`config.mk`:
```
export PLATFORM = sky130hd
export DESIGN_NAME = ccd_line_blanking
export DESIGN_NICKNAME = d
export VERILOG_FILES = /design/src/design/ccd_hblank_pkg.sv /design/src/design/ccd_line_blanking.sv
export SDC_FILE = /design/constraint.sdc
export NUM_CORES = 2
export LEC_CHECK = 0
export ABC_AREA = 0
export BUFFER_PORTS_ARGS = -buffer_cell sky130_fd_sc_hd__clkbuf_2
export CAP_MARGIN = 20
export CORE_ASPECT_RATIO = 0.7
export CORE_MARGIN = 2
export CORE_UTILIZATION = 45
export CTS_BUF_LIST = sky130_fd_sc_hd__clkbuf_4
export CTS_CLUSTER_DIAMETER = 40
export DETAILED_ROUTE_END_ITERATION = 8
export PLACE_DENSITY_LB_ADDON = 0.1
export SLEW_MARGIN = 30
export SYNTH_ARGS = -nofsm -noshare
export SYNTH_HDL_FRONTEND = slang
export SYNTH_SLANG_ARGS = --single-unit
```
`constraint.sdc`:
```
create_clock -name ref_clk_in -period 35.3 [get_ports ref_clk_in]
set_clock_uncertainty 0.1 [all_clocks]
set_input_delay 0 -clock ref_clk_in [delete_from_list [all_inputs] [get_ports ref_clk_in]]
set_output_delay 0 -clock ref_clk_in [all_outputs]
set_load 0.02 [all_outputs]
```
`src/design/ccd_hblank_pkg.sv`:
```
package ccd_hblank_pkg;
  localparam int ADDR_W   = 6;
  localparam int DATA_W   = 26;
  localparam int POS_W    = 13;
  localparam int CNT_W    = 14;
  localparam int OFS_W    = 12;
  localparam int PAT_W    = 3;
  localparam int NUM_SEQ  = 17;
  localparam int NUM_AREA = 6;
  localparam int NUM_GRP  = 4;

  // Register offsets, one word each
  localparam logic [ADDR_W-1:0] OFS_BLANK_START_END   = 6'h17;
  localparam logic [ADDR_W-1:0] OFS_BLANK_LEN_REP     = 6'h18;
  localparam logic [ADDR_W-1:0] OFS_ODD_TOGGLE_1_2    = 6'h19;
  localparam logic [ADDR_W-1:0] OFS_ODD_TOGGLE_3_4    = 6'h1A;
  localparam logic [ADDR_W-1:0] OFS_ODD_TOGGLE_5_6    = 6'h1B;
  localparam logic [ADDR_W-1:0] OFS_EVEN_TOGGLE_1_2   = 6'h1C;
  localparam logic [ADDR_W-1:0] OFS_EVEN_TOGGLE_3_4   = 6'h1D;
  localparam logic [ADDR_W-1:0] OFS_EVEN_TOGGLE_5_6   = 6'h1E;
  localparam logic [ADDR_W-1:0] OFS_AREA_START_A_B    = 6'h1F;
  localparam logic [ADDR_W-1:0] OFS_AREA_START_C_MASK = 6'h20;
  localparam logic [ADDR_W-1:0] OFS_AREA_PATTERNS_ODD = 6'h21;
  localparam logic [ADDR_W-1:0] OFS_BLACK_CLAMP_TOG   = 6'h22;
  localparam logic [ADDR_W-1:0] OFS_PREBLANK_TOG      = 6'h23;
  localparam logic [ADDR_W-1:0] OFS_HCLOCK_OFFSET_A   = 6'h24;
  localparam logic [ADDR_W-1:0] OFS_HCLOCK_OFFSET_B   = 6'h25;
  localparam logic [ADDR_W-1:0] OFS_HCLOCK_OFFSET_C   = 6'h26;
  localparam logic [ADDR_W-1:0] OFS_BLANK_CNT_START   = 6'h27;
  localparam logic [ADDR_W-1:0] OFS_CONTROL           = 6'h28;
  localparam logic [ADDR_W-1:0] OFS_STATUS            = 6'h29;

  // Field positions
  localparam int LO_LSB       = 0;
  localparam int HI_LSB       = 13;
  localparam int OFS_HI_LSB   = 12;
  localparam int REP_LSB      = 13;
  localparam int REP_W        = 8;
  localparam int MASK_H1_BIT  = 21;
  localparam int EVEN_MSK_LSB = 13;
  localparam int ODD_MSK_LSB  = 17;
  localparam int PAT_STRIDE   = 4;
  localparam int END_MSB_BIT  = 13;
  localparam int MODE_BIT     = 0;

  // Reset values
  localparam logic [DATA_W-1:0] SEQ_RESET  = 26'h0000000;
  localparam logic              MODE_RESET = 1'b0;
  localparam logic [POS_W-1:0]  NEVER_POS  = 13'h1FFF;

  // Writable bits of each sequence register, index = offset - 0x17
  localparam logic [DATA_W-1:0] SEQ_MASK [NUM_SEQ] = '{
    26'h3FFFFFF, 26'h1FFFFFF, 26'h3FFFFFF, 26'h3FFFFFF, 26'h3FFFFFF, 26'h3FFFFFF,
    26'h3FFFFFF, 26'h3FFFFFF, 26'h3FFFFFF, 26'h01FFFFF, 26'h0777777, 26'h3FFFFFF,
    26'h3FFFFFF, 26'h0FFFFFF, 26'h0FFFFFF, 26'h0FFFFFF, 26'h0003FFF};

  typedef enum logic {BLANK_MODE0, BLANK_MODE1} blank_mode_e;
  typedef enum logic [1:0] {AREA_IDLE, AREA_RUN, AREA_DONE} area_state_e;
endpackage

```
`src/design/ccd_line_blanking.sv`:
```
// Implementation choice: strobed register access.
`timescale 1ns/10ps
module ccd_line_blanking
  import ccd_hblank_pkg::*;
(
  input  wire logic                                ref_clk_in,
  input  wire logic                                rst_in,
  input  wire logic                                ce_in,
  input  wire logic [ccd_hblank_pkg::ADDR_W-1:0]   addr_in,
  input  wire logic [ccd_hblank_pkg::DATA_W-1:0]   wdata_in,
  input  wire logic                                wr_in,
  input  wire logic                                rd_in,
  output logic      [ccd_hblank_pkg::DATA_W-1:0]   rdata_out,
  input  wire logic                                line_start_in,
  input  wire logic                                odd_line_in,
  input  wire logic                                seq_change_point_in,
  input  wire logic [ccd_hblank_pkg::POS_W-1:0]    freeze_pos_in,
  input  wire logic [ccd_hblank_pkg::POS_W-1:0]    resume_pos_in,
  output logic                                     horizontal_blanking_out,
  output logic                                     optical_black_clamp_pulse_out,
  output logic                                     preblanking_pulse_out,
  output logic                                     odd_phase_hclocks_out,
  output logic      [ccd_hblank_pkg::NUM_GRP-1:0]  group_frozen_out,
  output logic      [ccd_hblank_pkg::PAT_W-1:0]    repeat_area_pattern_out,
  output logic      [2:0]                          repeat_area_out,
  output logic      [ccd_hblank_pkg::POS_W-1:0]    area_phase2_repeat_count_out,
  output logic      [ccd_hblank_pkg::OFS_W-1:0]    hclock_offset_out
);
  import ccd_hblank_pkg::*;

  logic [DATA_W-1:0]  pend_q [NUM_SEQ];
  logic [DATA_W-1:0]  act_q [NUM_SEQ];
  blank_mode_e        mode_q;
  area_state_e        area_st_q;
  logic [CNT_W-1:0]   hcount_q;
  logic               blank_q;
  logic               cnt_run_q;
  logic [POS_W-1:0]   blank_cnt_q;
  logic [REP_W-1:0]   rep_done_q;
  logic [2:0]         area_q;
  logic [POS_W-1:0]   area_cnt_q;
  logic [1:0]         region_q;
  logic               hblank_q;
  logic               clamp_q;
  logic               preblank_q;
  logic               hclk_q;
  logic [NUM_GRP-1:0] frozen_q;
  logic [DATA_W-1:0]  rdata_q;
  logic [NUM_AREA-1:0] tog_hit;
  logic               seq_hit;
  logic [4:0]         seq_idx;

  // Picks one 13-bit half of an active register
  function automatic logic [POS_W-1:0] half_pos(input logic [DATA_W-1:0] r, input logic hi);
    half_pos = hi ? r[HI_LSB +: POS_W] : r[LO_LSB +: POS_W];
  endfunction

  // Matches a 13-bit position against the line counter
  function automatic logic at_pos(input logic [CNT_W-1:0] cnt, input logic [POS_W-1:0] pos);
    at_pos = (cnt == {1'b0, pos});
  endfunction

  // Register decode for the sequence block
  always_comb begin
    seq_hit = (addr_in >= OFS_BLANK_START_END) && (addr_in <= OFS_BLANK_CNT_START);
    seq_idx = 5'(addr_in - OFS_BLANK_START_END);
  end

  // Field views of the active copy
  logic [POS_W-1:0]   blank_start;
  logic [CNT_W-1:0]   blank_end;
  logic [POS_W-1:0]   blank_len;
  logic [REP_W-1:0]   blank_rep;
  logic               mask_pol_h1;
  logic [POS_W-1:0]   cnt_start;
  logic [NUM_GRP-1:0] grp_mask;
  logic [POS_W-1:0]   phase1_rep;
  logic [POS_W-1:0]   phase2_rep;
  logic [DATA_W-1:0]  offset_reg;
  assign blank_start = half_pos(act_q[0], 1'b0);
  assign blank_end   = {act_q[16][END_MSB_BIT], half_pos(act_q[0], 1'b1)};
  assign blank_len   = half_pos(act_q[1], 1'b0);
  assign blank_rep   = act_q[1][REP_LSB +: REP_W];
  assign mask_pol_h1 = act_q[1][MASK_H1_BIT];
  assign cnt_start   = half_pos(act_q[16], 1'b0);
  // Mask choice follows the line parity
  assign grp_mask    = odd_line_in ? act_q[9][ODD_MSK_LSB +: NUM_GRP]
                                   : act_q[9][EVEN_MSK_LSB +: NUM_GRP];
  // Toggle fields double as per-area repeat counts in mode 1
  assign phase1_rep  = half_pos(act_q[2 + 32'(area_q >> 1)], area_q[0]);
  assign phase2_rep  = half_pos(act_q[5 + 32'(area_q >> 1)], area_q[0]);
  assign offset_reg  = (region_q == 2'd3) ? act_q[15] :
                       (region_q == 2'd2) ? act_q[14] : act_q[13];

  // One match per toggle slot of the current line parity
  for (genvar k = 0; k < NUM_AREA; k++) begin : g_tog
    assign tog_hit[k] = at_pos(hcount_q, half_pos(odd_line_in ? act_q[2 + k/2]
                                                              : act_q[5 + k/2],
                                                  1'(k % 2)));
  end

  // Software copy; writes land here and wait for the change point
  always_ff @(posedge ref_clk_in) begin
    if (rst_in) begin
      for (int i = 0; i < NUM_SEQ; i++) pend_q[i] <= SEQ_RESET;
    end else if (ce_in && wr_in && seq_hit) begin
      pend_q[seq_idx] <= wdata_in & SEQ_MASK[seq_idx];
    end
  end

  // Active copy only moves at a change point, so no line sees a half-written set
  always_ff @(posedge ref_clk_in) begin
    if (rst_in) begin
      for (int i = 0; i < NUM_SEQ; i++) act_q[i] <= SEQ_RESET;
    end else if (ce_in && seq_change_point_in) begin
      for (int i = 0; i < NUM_SEQ; i++) act_q[i] <= pend_q[i];
    end
  end

  // Mode control takes effect at once
  always_ff @(posedge ref_clk_in) begin
    if (rst_in) begin
      mode_q <= blank_mode_e'(MODE_RESET);
    end else if (ce_in && wr_in && addr_in == OFS_CONTROL) begin
      mode_q <= blank_mode_e'(wdata_in[MODE_BIT]);
    end
  end

  // Read data stands for one cycle only, zero otherwise
  always_ff @(posedge ref_clk_in) begin
    if (rst_in) begin
      rdata_q <= '0;
    end else if (ce_in) begin
      if (!rd_in) rdata_q <= '0;
      else if (seq_hit) rdata_q <= pend_q[seq_idx];
      else if (addr_in == OFS_CONTROL) rdata_q <= DATA_W'(mode_q);
      else if (addr_in == OFS_STATUS)
        rdata_q <= DATA_W'({area_q, blank_q, hblank_q, clamp_q, preblank_q, frozen_q});
      else rdata_q <= '0;
    end
  end

  // Pixel counter of the current line
  always_ff @(posedge ref_clk_in) begin
    if (rst_in) hcount_q <= '0;
    else if (ce_in) hcount_q <= line_start_in ? '0 : hcount_q + 1'b1;
  end

  // Blanking counter, runs in length periods from its start position
  always_ff @(posedge ref_clk_in) begin
    if (rst_in || (ce_in && line_start_in)) begin
      cnt_run_q   <= 1'b0;
      blank_cnt_q <= '0;
      rep_done_q  <= '0;
    end else if (ce_in) begin
      if (at_pos(hcount_q, cnt_start)) begin
        cnt_run_q   <= 1'b1;
        blank_cnt_q <= '0;
        rep_done_q  <= '0;
      end else if (cnt_run_q) begin
        if (blank_cnt_q + 1'b1 >= blank_len) begin
          blank_cnt_q <= '0;
          rep_done_q  <= rep_done_q + 1'b1;
        end else begin
          blank_cnt_q <= blank_cnt_q + 1'b1;
        end
      end
    end
  end

  // Blanking interval: start to end, cut short once the repetitions run out
  always_ff @(posedge ref_clk_in) begin
    if (rst_in || (ce_in && line_start_in)) begin
      blank_q <= 1'b0;
    end else if (ce_in) begin
      if (at_pos(hcount_q, blank_start)) blank_q <= 1'b1;
      else if (hcount_q == blank_end) blank_q <= 1'b0;
      else if (cnt_run_q && blank_rep != '0 && rep_done_q >= blank_rep) blank_q <= 1'b0;
    end
  end

  // Blanking output: toggle list in mode 0, interval itself in mode 1
  always_ff @(posedge ref_clk_in) begin
    if (rst_in || (ce_in && line_start_in)) begin
      hblank_q <= 1'b0;
    end else if (ce_in) begin
      if (mode_q == BLANK_MODE0) hblank_q <= hblank_q ^ (^tog_hit);
      else hblank_q <= blank_q;
    end
  end

  // Clamp and preblank pulses; coinciding positions cancel
  always_ff @(posedge ref_clk_in) begin
    if (rst_in || (ce_in && line_start_in)) begin
      clamp_q    <= 1'b0;
      preblank_q <= 1'b0;
    end else if (ce_in) begin
      clamp_q    <= clamp_q ^ at_pos(hcount_q, half_pos(act_q[11], 1'b0))
                            ^ at_pos(hcount_q, half_pos(act_q[11], 1'b1));
      preblank_q <= preblank_q ^ at_pos(hcount_q, half_pos(act_q[12], 1'b0))
                               ^ at_pos(hcount_q, half_pos(act_q[12], 1'b1));
    end
  end

  // Repeat-area region from starts A, B, C; 8191 never matches a 14-bit count below it
  always_ff @(posedge ref_clk_in) begin
    if (rst_in || (ce_in && line_start_in)) begin
      region_q <= 2'd0;
    end else if (ce_in && mode_q == BLANK_MODE1) begin
      if (at_pos(hcount_q, half_pos(act_q[8], 1'b0))) region_q <= 2'd1;
      else if (at_pos(hcount_q, half_pos(act_q[8], 1'b1))) region_q <= 2'd2;
      else if (at_pos(hcount_q, half_pos(act_q[9], 1'b0))) region_q <= 2'd3;
    end
  end

  // Area walker: each area lasts its phase 1 repeat count of pixels
  always_ff @(posedge ref_clk_in) begin
    if (rst_in || (ce_in && line_start_in)) begin
      area_st_q  <= AREA_IDLE;
      area_q     <= '0;
      area_cnt_q <= '0;
    end else if (ce_in && mode_q == BLANK_MODE1) begin
      unique case (area_st_q)
        AREA_IDLE: begin
          if (blank_q) area_st_q <= AREA_RUN;
        end
        AREA_RUN: begin
          if (!blank_q) begin
            area_st_q <= AREA_DONE;
          end else if (area_cnt_q + 1'b1 >= phase1_rep) begin
            area_cnt_q <= '0;
            if (area_q == 3'(NUM_AREA - 1)) area_st_q <= AREA_DONE;
            else area_q <= area_q + 1'b1;
          end else begin
            area_cnt_q <= area_cnt_q + 1'b1;
          end
        end
        AREA_DONE: area_st_q <= AREA_DONE;
      endcase
    end
  end

  // Free horizontal clock, held at the masking level inside blanking
  always_ff @(posedge ref_clk_in) begin
    if (rst_in) hclk_q <= 1'b0;
    else if (ce_in) hclk_q <= blank_q ? mask_pol_h1 : ~hclk_q;
  end

  // Freeze per group, gated by the line-parity mask
  always_ff @(posedge ref_clk_in) begin
    if (rst_in) begin
      frozen_q <= '0;
    end else if (ce_in) begin
      for (int g = 0; g < NUM_GRP; g++) begin
        if (grp_mask[g] && at_pos(hcount_q, freeze_pos_in)) frozen_q[g] <= 1'b1;
        else if (grp_mask[g] && at_pos(hcount_q, resume_pos_in)) frozen_q[g] <= 1'b0;
      end
    end
  end

  // Pattern, phase 2 count and offset outputs registered once more for clean timing; repeat_area_out comes straight from area_q
  logic [PAT_W-1:0] pat_q;
  logic [POS_W-1:0] rep2_q;
  logic [OFS_W-1:0] offset_q;
  always_ff @(posedge ref_clk_in) begin
    if (rst_in) begin
      pat_q    <= '0;
      rep2_q   <= '0;
      offset_q <= '0;
    end else if (ce_in) begin
      pat_q    <= odd_line_in ? act_q[10][32'(area_q) * PAT_STRIDE +: PAT_W] : '0;
      rep2_q   <= phase2_rep;
      offset_q <= (mode_q == BLANK_MODE1 && region_q != 2'd0)
                  ? (odd_line_in ? offset_reg[OFS_HI_LSB +: OFS_W] : offset_reg[0 +: OFS_W])
                  : '0;
    end
  end

  assign rdata_out                     = rdata_q;
  assign horizontal_blanking_out       = hblank_q;
  assign optical_black_clamp_pulse_out = clamp_q;
  assign preblanking_pulse_out         = preblank_q;
  assign odd_phase_hclocks_out         = hclk_q;
  assign group_frozen_out              = frozen_q;
  assign repeat_area_pattern_out       = pat_q;
  assign repeat_area_out               = area_q;
  assign area_phase2_repeat_count_out  = rep2_q;
  assign hclock_offset_out             = offset_q;
endmodule

```
# --- Word level (Yosys, flattened, before mapping) ---
# Memory sizes are Yosys's and may differ from the RTL's.
# Index checks and enable logic that the tools add are counted.
# W data, S select, Z words.
totals:
  regBits: 120
  ramBits: 884
  romBits: 832
  input_bits: 66
  output_inout_bits: 65
  elab_cells: 212
  memories: 3
memory_table:
  columns: ["name", "words", "word_bits", "read_ports", "rd_clocked_by_memory_dff", "wr", "line", "source"]
  rows:
  - ["(no name shown)", 32, 26, 1, 0, 0, "ccd_line_blanking.sv:107", "pend_q[seq_idx] <= wdata_in & SEQ_MASK[seq_idx];"]
  - ["act_q", 17, 26, 19, 0, 17, "ccd_line_blanking.sv:32", "logic [DATA_W-1:0] act_q [NUM_SEQ];"]
  - ["pend_q", 17, 26, 18, 0, 17, "ccd_line_blanking.sv:31", "logic [DATA_W-1:0] pend_q [NUM_SEQ];"]
op_classes:
  n_addsub: 8
  order_cmp: 6
  eq_ne: 28
  n_shift: 1
  muxes: 74
  n_bitwise: 26
  reduce_logical: 44
ops:
  columns: ["operator", "count"]
  rows:
  - ["$mux W26", 25]
  - ["$eq A14 B13 Y1", 17]
  - ["$mux W13", 6]
  - ["$mux W24", 2]
  - ["$add A13 B1 Y13 const B", 2]
  - ["$and A26 B26 Y26", 1]
  - ["$ge A13 B13 Y1", 2]
  - ["$reduce_or A26 Y1", 1]
  - ["$shiftx A26 B6 Y3", 1]
  - ["$mux W12", 2]
  - ["$mux W8", 3]
  - ["$mux W1", 22]
  - ["$mux W11", 2]
  - ["$logic_and A1 B1 Y1", 18]
  - ["$or A1 B1 Y1", 17]
  - ["$reduce_and A2 Y1", 8]
  - ["$add A14 B1 Y14 const B", 1]
  - ["$eq A14 B14 Y1", 1]
  - ["$mux W14", 1]
  - ["$mux W2", 7]
  - ["$reduce_bool A2 Y1", 7]
  - ["$eq A6 B6 Y1 const B", 2]
  - ["$add A8 B1 Y8 const B", 1]
  - ["$ge A8 B8 Y1", 1]
  - ["27 further kinds", 37]

# --- Longest topological paths before layout ---
depth:
  word_depth: 8
  ltp_mapped: 17
  ltp_nobuf: 16

# --- Worst setup path before layout ---
# OpenSTA, ideal clock, no wires.
synth_path:
  kind: "input to register"
  start: "input port rst_in"
  end: "memory act_q[0][0] (enable)"
  setup_ns: 0.861
  arrival_ns: 10.652
  t_required_ns: 34.339
  slack_ns: 23.687
  cell_stages: 3
  path_buffers: 2
  cell_sequence: "clkbuf_1 -> clkbuf_1 -> nand2b_1"
synth_rtl:
  columns: ["element", "line", "source"]
  rows:
  - ["from (decl)", "ccd_line_blanking.sv:7", "input wire logic rst_in,"]
  - ["to (decl)", "ccd_line_blanking.sv:32", null]

# --- Worst setup path in the final report ---
layout_path:
  start: "register hcount_q[8]"
  end: "register frozen_q[2], in the netlist group_frozen_out[2]"
layout_between:
  elab_chain_len: 4
  elab_cells_between_ends: 7
  cone_classes: "2 x eq/ne; 1 x mux; 4 x reduce/logical"
layout_lines:
  columns: ["element", "line", "source"]
  rows:
  - ["from (decl)", "ccd_line_blanking.sv:35", "logic [CNT_W-1:0] hcount_q;"]
  - ["from (signal assigned)", "ccd_line_blanking.sv:146", "else if (ce_in) hcount_q <= line_start_in ? '0 : hcount_q + 1'b1;"]
  - ["$eq A14 B13 Y1", "ccd_line_blanking.sv:60", "at_pos = (cnt == {1'b0, pos});"]
  - ["$logic_and A1 B1 Y1 (on tied branches)", "ccd_line_blanking.sv:255, ccd_line_blanking.sv:256", null]
  - ["$reduce_bool A2 Y1 (no line)", null, null]
  - ["$reduce_and A2 Y1 (no line)", null, null]
  - ["to (signal assigned)", "ccd_line_blanking.sv:252", "frozen_q <= '0;"]
  - ["to (signal, indexed assignment)", "ccd_line_blanking.sv:255", "if (grp_mask[g] && at_pos(hcount_q, freeze_pos_in)) frozen_q[g] <= 1'b1;"]
  - ["to (signal, indexed assignment)", "ccd_line_blanking.sv:256", "else if (grp_mask[g] && at_pos(hcount_q, resume_pos_in)) frozen_q[g] <= 1'b0;"]
  - ["to (decl)", "ccd_line_blanking.sv:47", "logic [NUM_GRP-1:0] frozen_q;"]
# Several ways; a longest one is shown, not always the timed one.
# A chain may end at the register's enable or synchronous reset.

==> impl_metrics.json <==
{
  "dpl.hpwl_um": 147000,
  "yosysSeqAreaShare_pct": 63.8,
  "setup_tns_ns": 0,
  "grt_start_max_net_pins": 243,
  "drc": 0,
  "avgSynthCellArea_sq_um": 14.7,
  "synthTopCellsByCount": "edfxtp_1, and2_1, nor2_1",
  "crit_slowest_cell": "dlygate4sd3_1",
  "fmax_ghz": 0.159,
  "critPathRequiredTime_ns": 36.48,
  "dp_slack_ns": 30.12,
  "clockBufferDepth": 4,
  "setup_violations": 0,
  "hp-class": "input port to flop",
  "cts_tree": "built",
  "synthTopCellsByArea": "edfxtp_1, mux4_2, and2_1",
  "overflow": 0,
  "synth-edff-count": 1232,
  "grtUsageTotal_pct": 31.6,
  "cts_sinks": 1352,
  "worst_path_most_repeated_cell": "dlygate4sd3_1",
  "clk_latency_ns": 1.34,
  "wirelength_um": 222000,
  "numCtsBuffers": 354,
  "fillCellCount": 11700,
  "fin_cells": 6897,
  "clkTransAtPathRegs_ns": 0.07,
  "crit_arrival_ns": 7.47,
  "p_leak_nw": 26.0,
  "ys_warn_count": 0,
  "num_vias": 40300,
  "path_cells": "buf_4 > xor2_1 > nor4_1 > dlygate4sd3_1 > nand2_1 > dlygate4sd3_1 > nor4_1 > dlygate4sd3_1 > buf_4 > dlygate4sd3_1 > nand3_1 > dlygate4sd3_1 > a21oi_1 > dlygate4sd3_1",
  "crit_path_end_kind": "flop",
  "cts_root_buf": "clkbuf_4",
  "maxSlewViolCount": 0,
  "ant_nets": 0,
  "yosys_most_used_dff": "edfxtp_1",
  "peakVddDrop_mv": 0.0353,
  "hp-start": "addr_in[2]",
  "power_switching_w": 0.000933,
  "grt_pass1_wl_um": 305000,
  "viasPerCell": 5.84,
  "r2r-start": "hcount_q[8]",
  "dp_cells": 6169,
  "max_slew_margin_pct": 30.1,
  "hold-path-endpoint": "pend_q[24][22]",
  "status": "completed",
  "period_needed_ns": 6.29,
  "max_cap_violations": 0,
  "portBuffers": 130,
  "boundaryPins": 131,
  "power_frac_clock_pct": 38.6,
  "antenna_found_initial": 30,
  "synth-async-reset-ratio_pct": 0,
  "cp_max_fo": 22,
  "ys_seq_elements": 1352,
  "drive_gt1_share_pct": 24.1,
  "powerDensity_nw_per_um2": 50.7,
  "synth_cell_types": 65,
  "start_util_pct": 45.5,
  "power_frac_comb_pct": 9.2,
  "syn_to_final_growth_pct": 15.1,
  "multi_input_area_sq_um": 21800,
  "synth_cells": 4190,
  "tightestPinTransition_ns": 1.04,
  "crit_path_max_incr_delay_ns": 0.72,
  "path_class": "flop to flop",
  "start_kind": "flop",
  "reg2reg_to": "group_frozen_out[2]",
  "synthMostInstantiatedCell": "edfxtp_1",
  "die_area_sq_um": 140000,
  "seq_power_share_pct": 52.2,
  "synth_top_area_share_pct": 59.9,
  "p_int_w": 0.00267,
  "fin_nets": 4917,
  "r2r.worst_path.cells": 14,
  "regArea_sq_um": 39400,
  "cts_max_level": 5,
  "hold_depth": 5,
  "drt-initial-drc-count": 6380,
  "coreArea_sq_um": 136000,
  "hold_viol_final": 0,
  "fin_crit_sh_pct": 17.8,
  "grt_pass1_vias": 38400,
  "core.rowCount": 113,
  "dr.pass1.iters": 6,
  "routedWlPerCell_um": 32.2,
  "r2r_slack_ns": 29.01,
  "synth_largest_area_cell": "edfxtp_1",
  "place_congestion": 0.926,
  "die_x_um": 447,
  "grt_setup_unrepaired": "no",
  "swShare_pct": 25.9,
  "worst_slack_ns": 29.01,
  "die_y_um": 314,
  "netlist_area_sq_um": 61800
}
## power by group through the flow
| stage | Combinational [W] | Sequential, W | Clock (W) |
|---|---|---|---|
| finish | 0.000331 | 0.00188 | 0.00139 |
| global placement | 0.000312 | 0.00191 | 0 |
| CTS | 0.000325 | 0.00188 | 0.00141 |
| detailed placement | 0.000313 | 0.00191 | 0 |
| floorplan | 0.000179 | 0.00190 | 0 |
| global route | 0.000343 | 0.00189 | 0.00149 |
## metal layers
metal	vias up	routed length, um	global-route usage, %
met4	6	5550	9.75
met1	20700	93500	47.2
li1	16800	-	-
met2	2530	92700	43.6
met3	321	30000	10.4
met5	-	37	0
## per-stage QoR
| stage | util (%) | power (W) | area (sq um) | hold WS [ns] |
|---|---|---|---|---|
| after floorplan | - | 0.00208 | 62500 | -0.00113 |
| after global placement | 48.0 | 0.00223 | 65200 | 0.318 |
| after detailed placement | 48.1 | 0.00223 | 65300 | 0.319 |
| after CTS | 52.2 | 0.00361 | 71000 | 0.0284 |
| after global routing | 52.3 | 0.00372 | 71000 | 0.150 |
| final | 52.3 | 0.00361 | 71100 | 0.159 |
## worst max-delay path, delay by kind of cell, from the launching register on
family,cells,cell delay (ns)
compound gates,1,0.14
xor+xnor,1,0.14
flops,1,0.38
buf+inv,8,4.50
simple gates,4,0.97
## flip-flops by register name, summed over array words and instances (netlist names), 2 cells and up
name                          count
act_q                           420
area_cnt_q                       13
area_phase2_repeat_count_out     13
area_st_q                         2
blank_cnt_q                      13
group_frozen_out                  4
hclock_offset_out                12
hcount_q                         14
pend_q                          812
rdata_out                        26
region_q                          2
rep_done_q                        8
repeat_area_out                   3
repeat_area_pattern_out           3
## layout make-up
class / instances / area share, %
multi-input cells: 2686 / 30.7
diodes: 13 / 0.0458
clock buffers: 547 / 5.78
inverters: 46 / 0.245
repair buffers: 362 / 4.11
well taps: 1840 / 3.24
clock inverters: 51 / 0.430
flip-flops and latches: 1352 / 55.5
## worst max-delay path by stage
stage                             from             endpoint  depth (start not counted)
finish                     hcount_q[8]  group_frozen_out[2]                         14
global route               hcount_q[8]  group_frozen_out[2]                         14
CTS                        hcount_q[8]  group_frozen_out[2]                         14
detailed placement  repeat_area_out[1]   repeat_area_out[0]                         13
global placement    repeat_area_out[1]   repeat_area_out[0]                         13
floorplan                       rst_in          act_q[0][0]                          3
## cells by family (layout without fill, tap and decap cells)
logic type,after synthesis,in the layout,share of synthesized area [%]
flops,1352,1352,63.8
simple gates,1414,1414,12.1
buf+inv,354,1006,2.50
xor+xnor,296,296,4.20
other cells,1,216,0.00607
fa+ha+maj,49,49,0.993
compound gates,264,264,2.62
mux,460,460,13.8
## what timing repair did
item / CTS / global route
hold endpoints to repair: 1609 / 0
gates resized for setup: 0 / 0
hold buffers: 115 / 0
setup buffers: 0 / 0
## placed cells by master (no fill, tap or decap), types with 58 or more instances in the layout
cell type,count
a21oi_1,68
and2_1,609
buf_4,106
clkbuf_2,123
clkbuf_4,550
conb_1,203
dfxtp_1,105
dlygate4sd3_1,110
edfxtp_1,1232
mux2i_1,122
mux4_2,311
nand2_1,155
nor2_1,355
o21ai_0,58
xnor2_1,129
xor2_1,165
(Power assumes the default switching activity.)
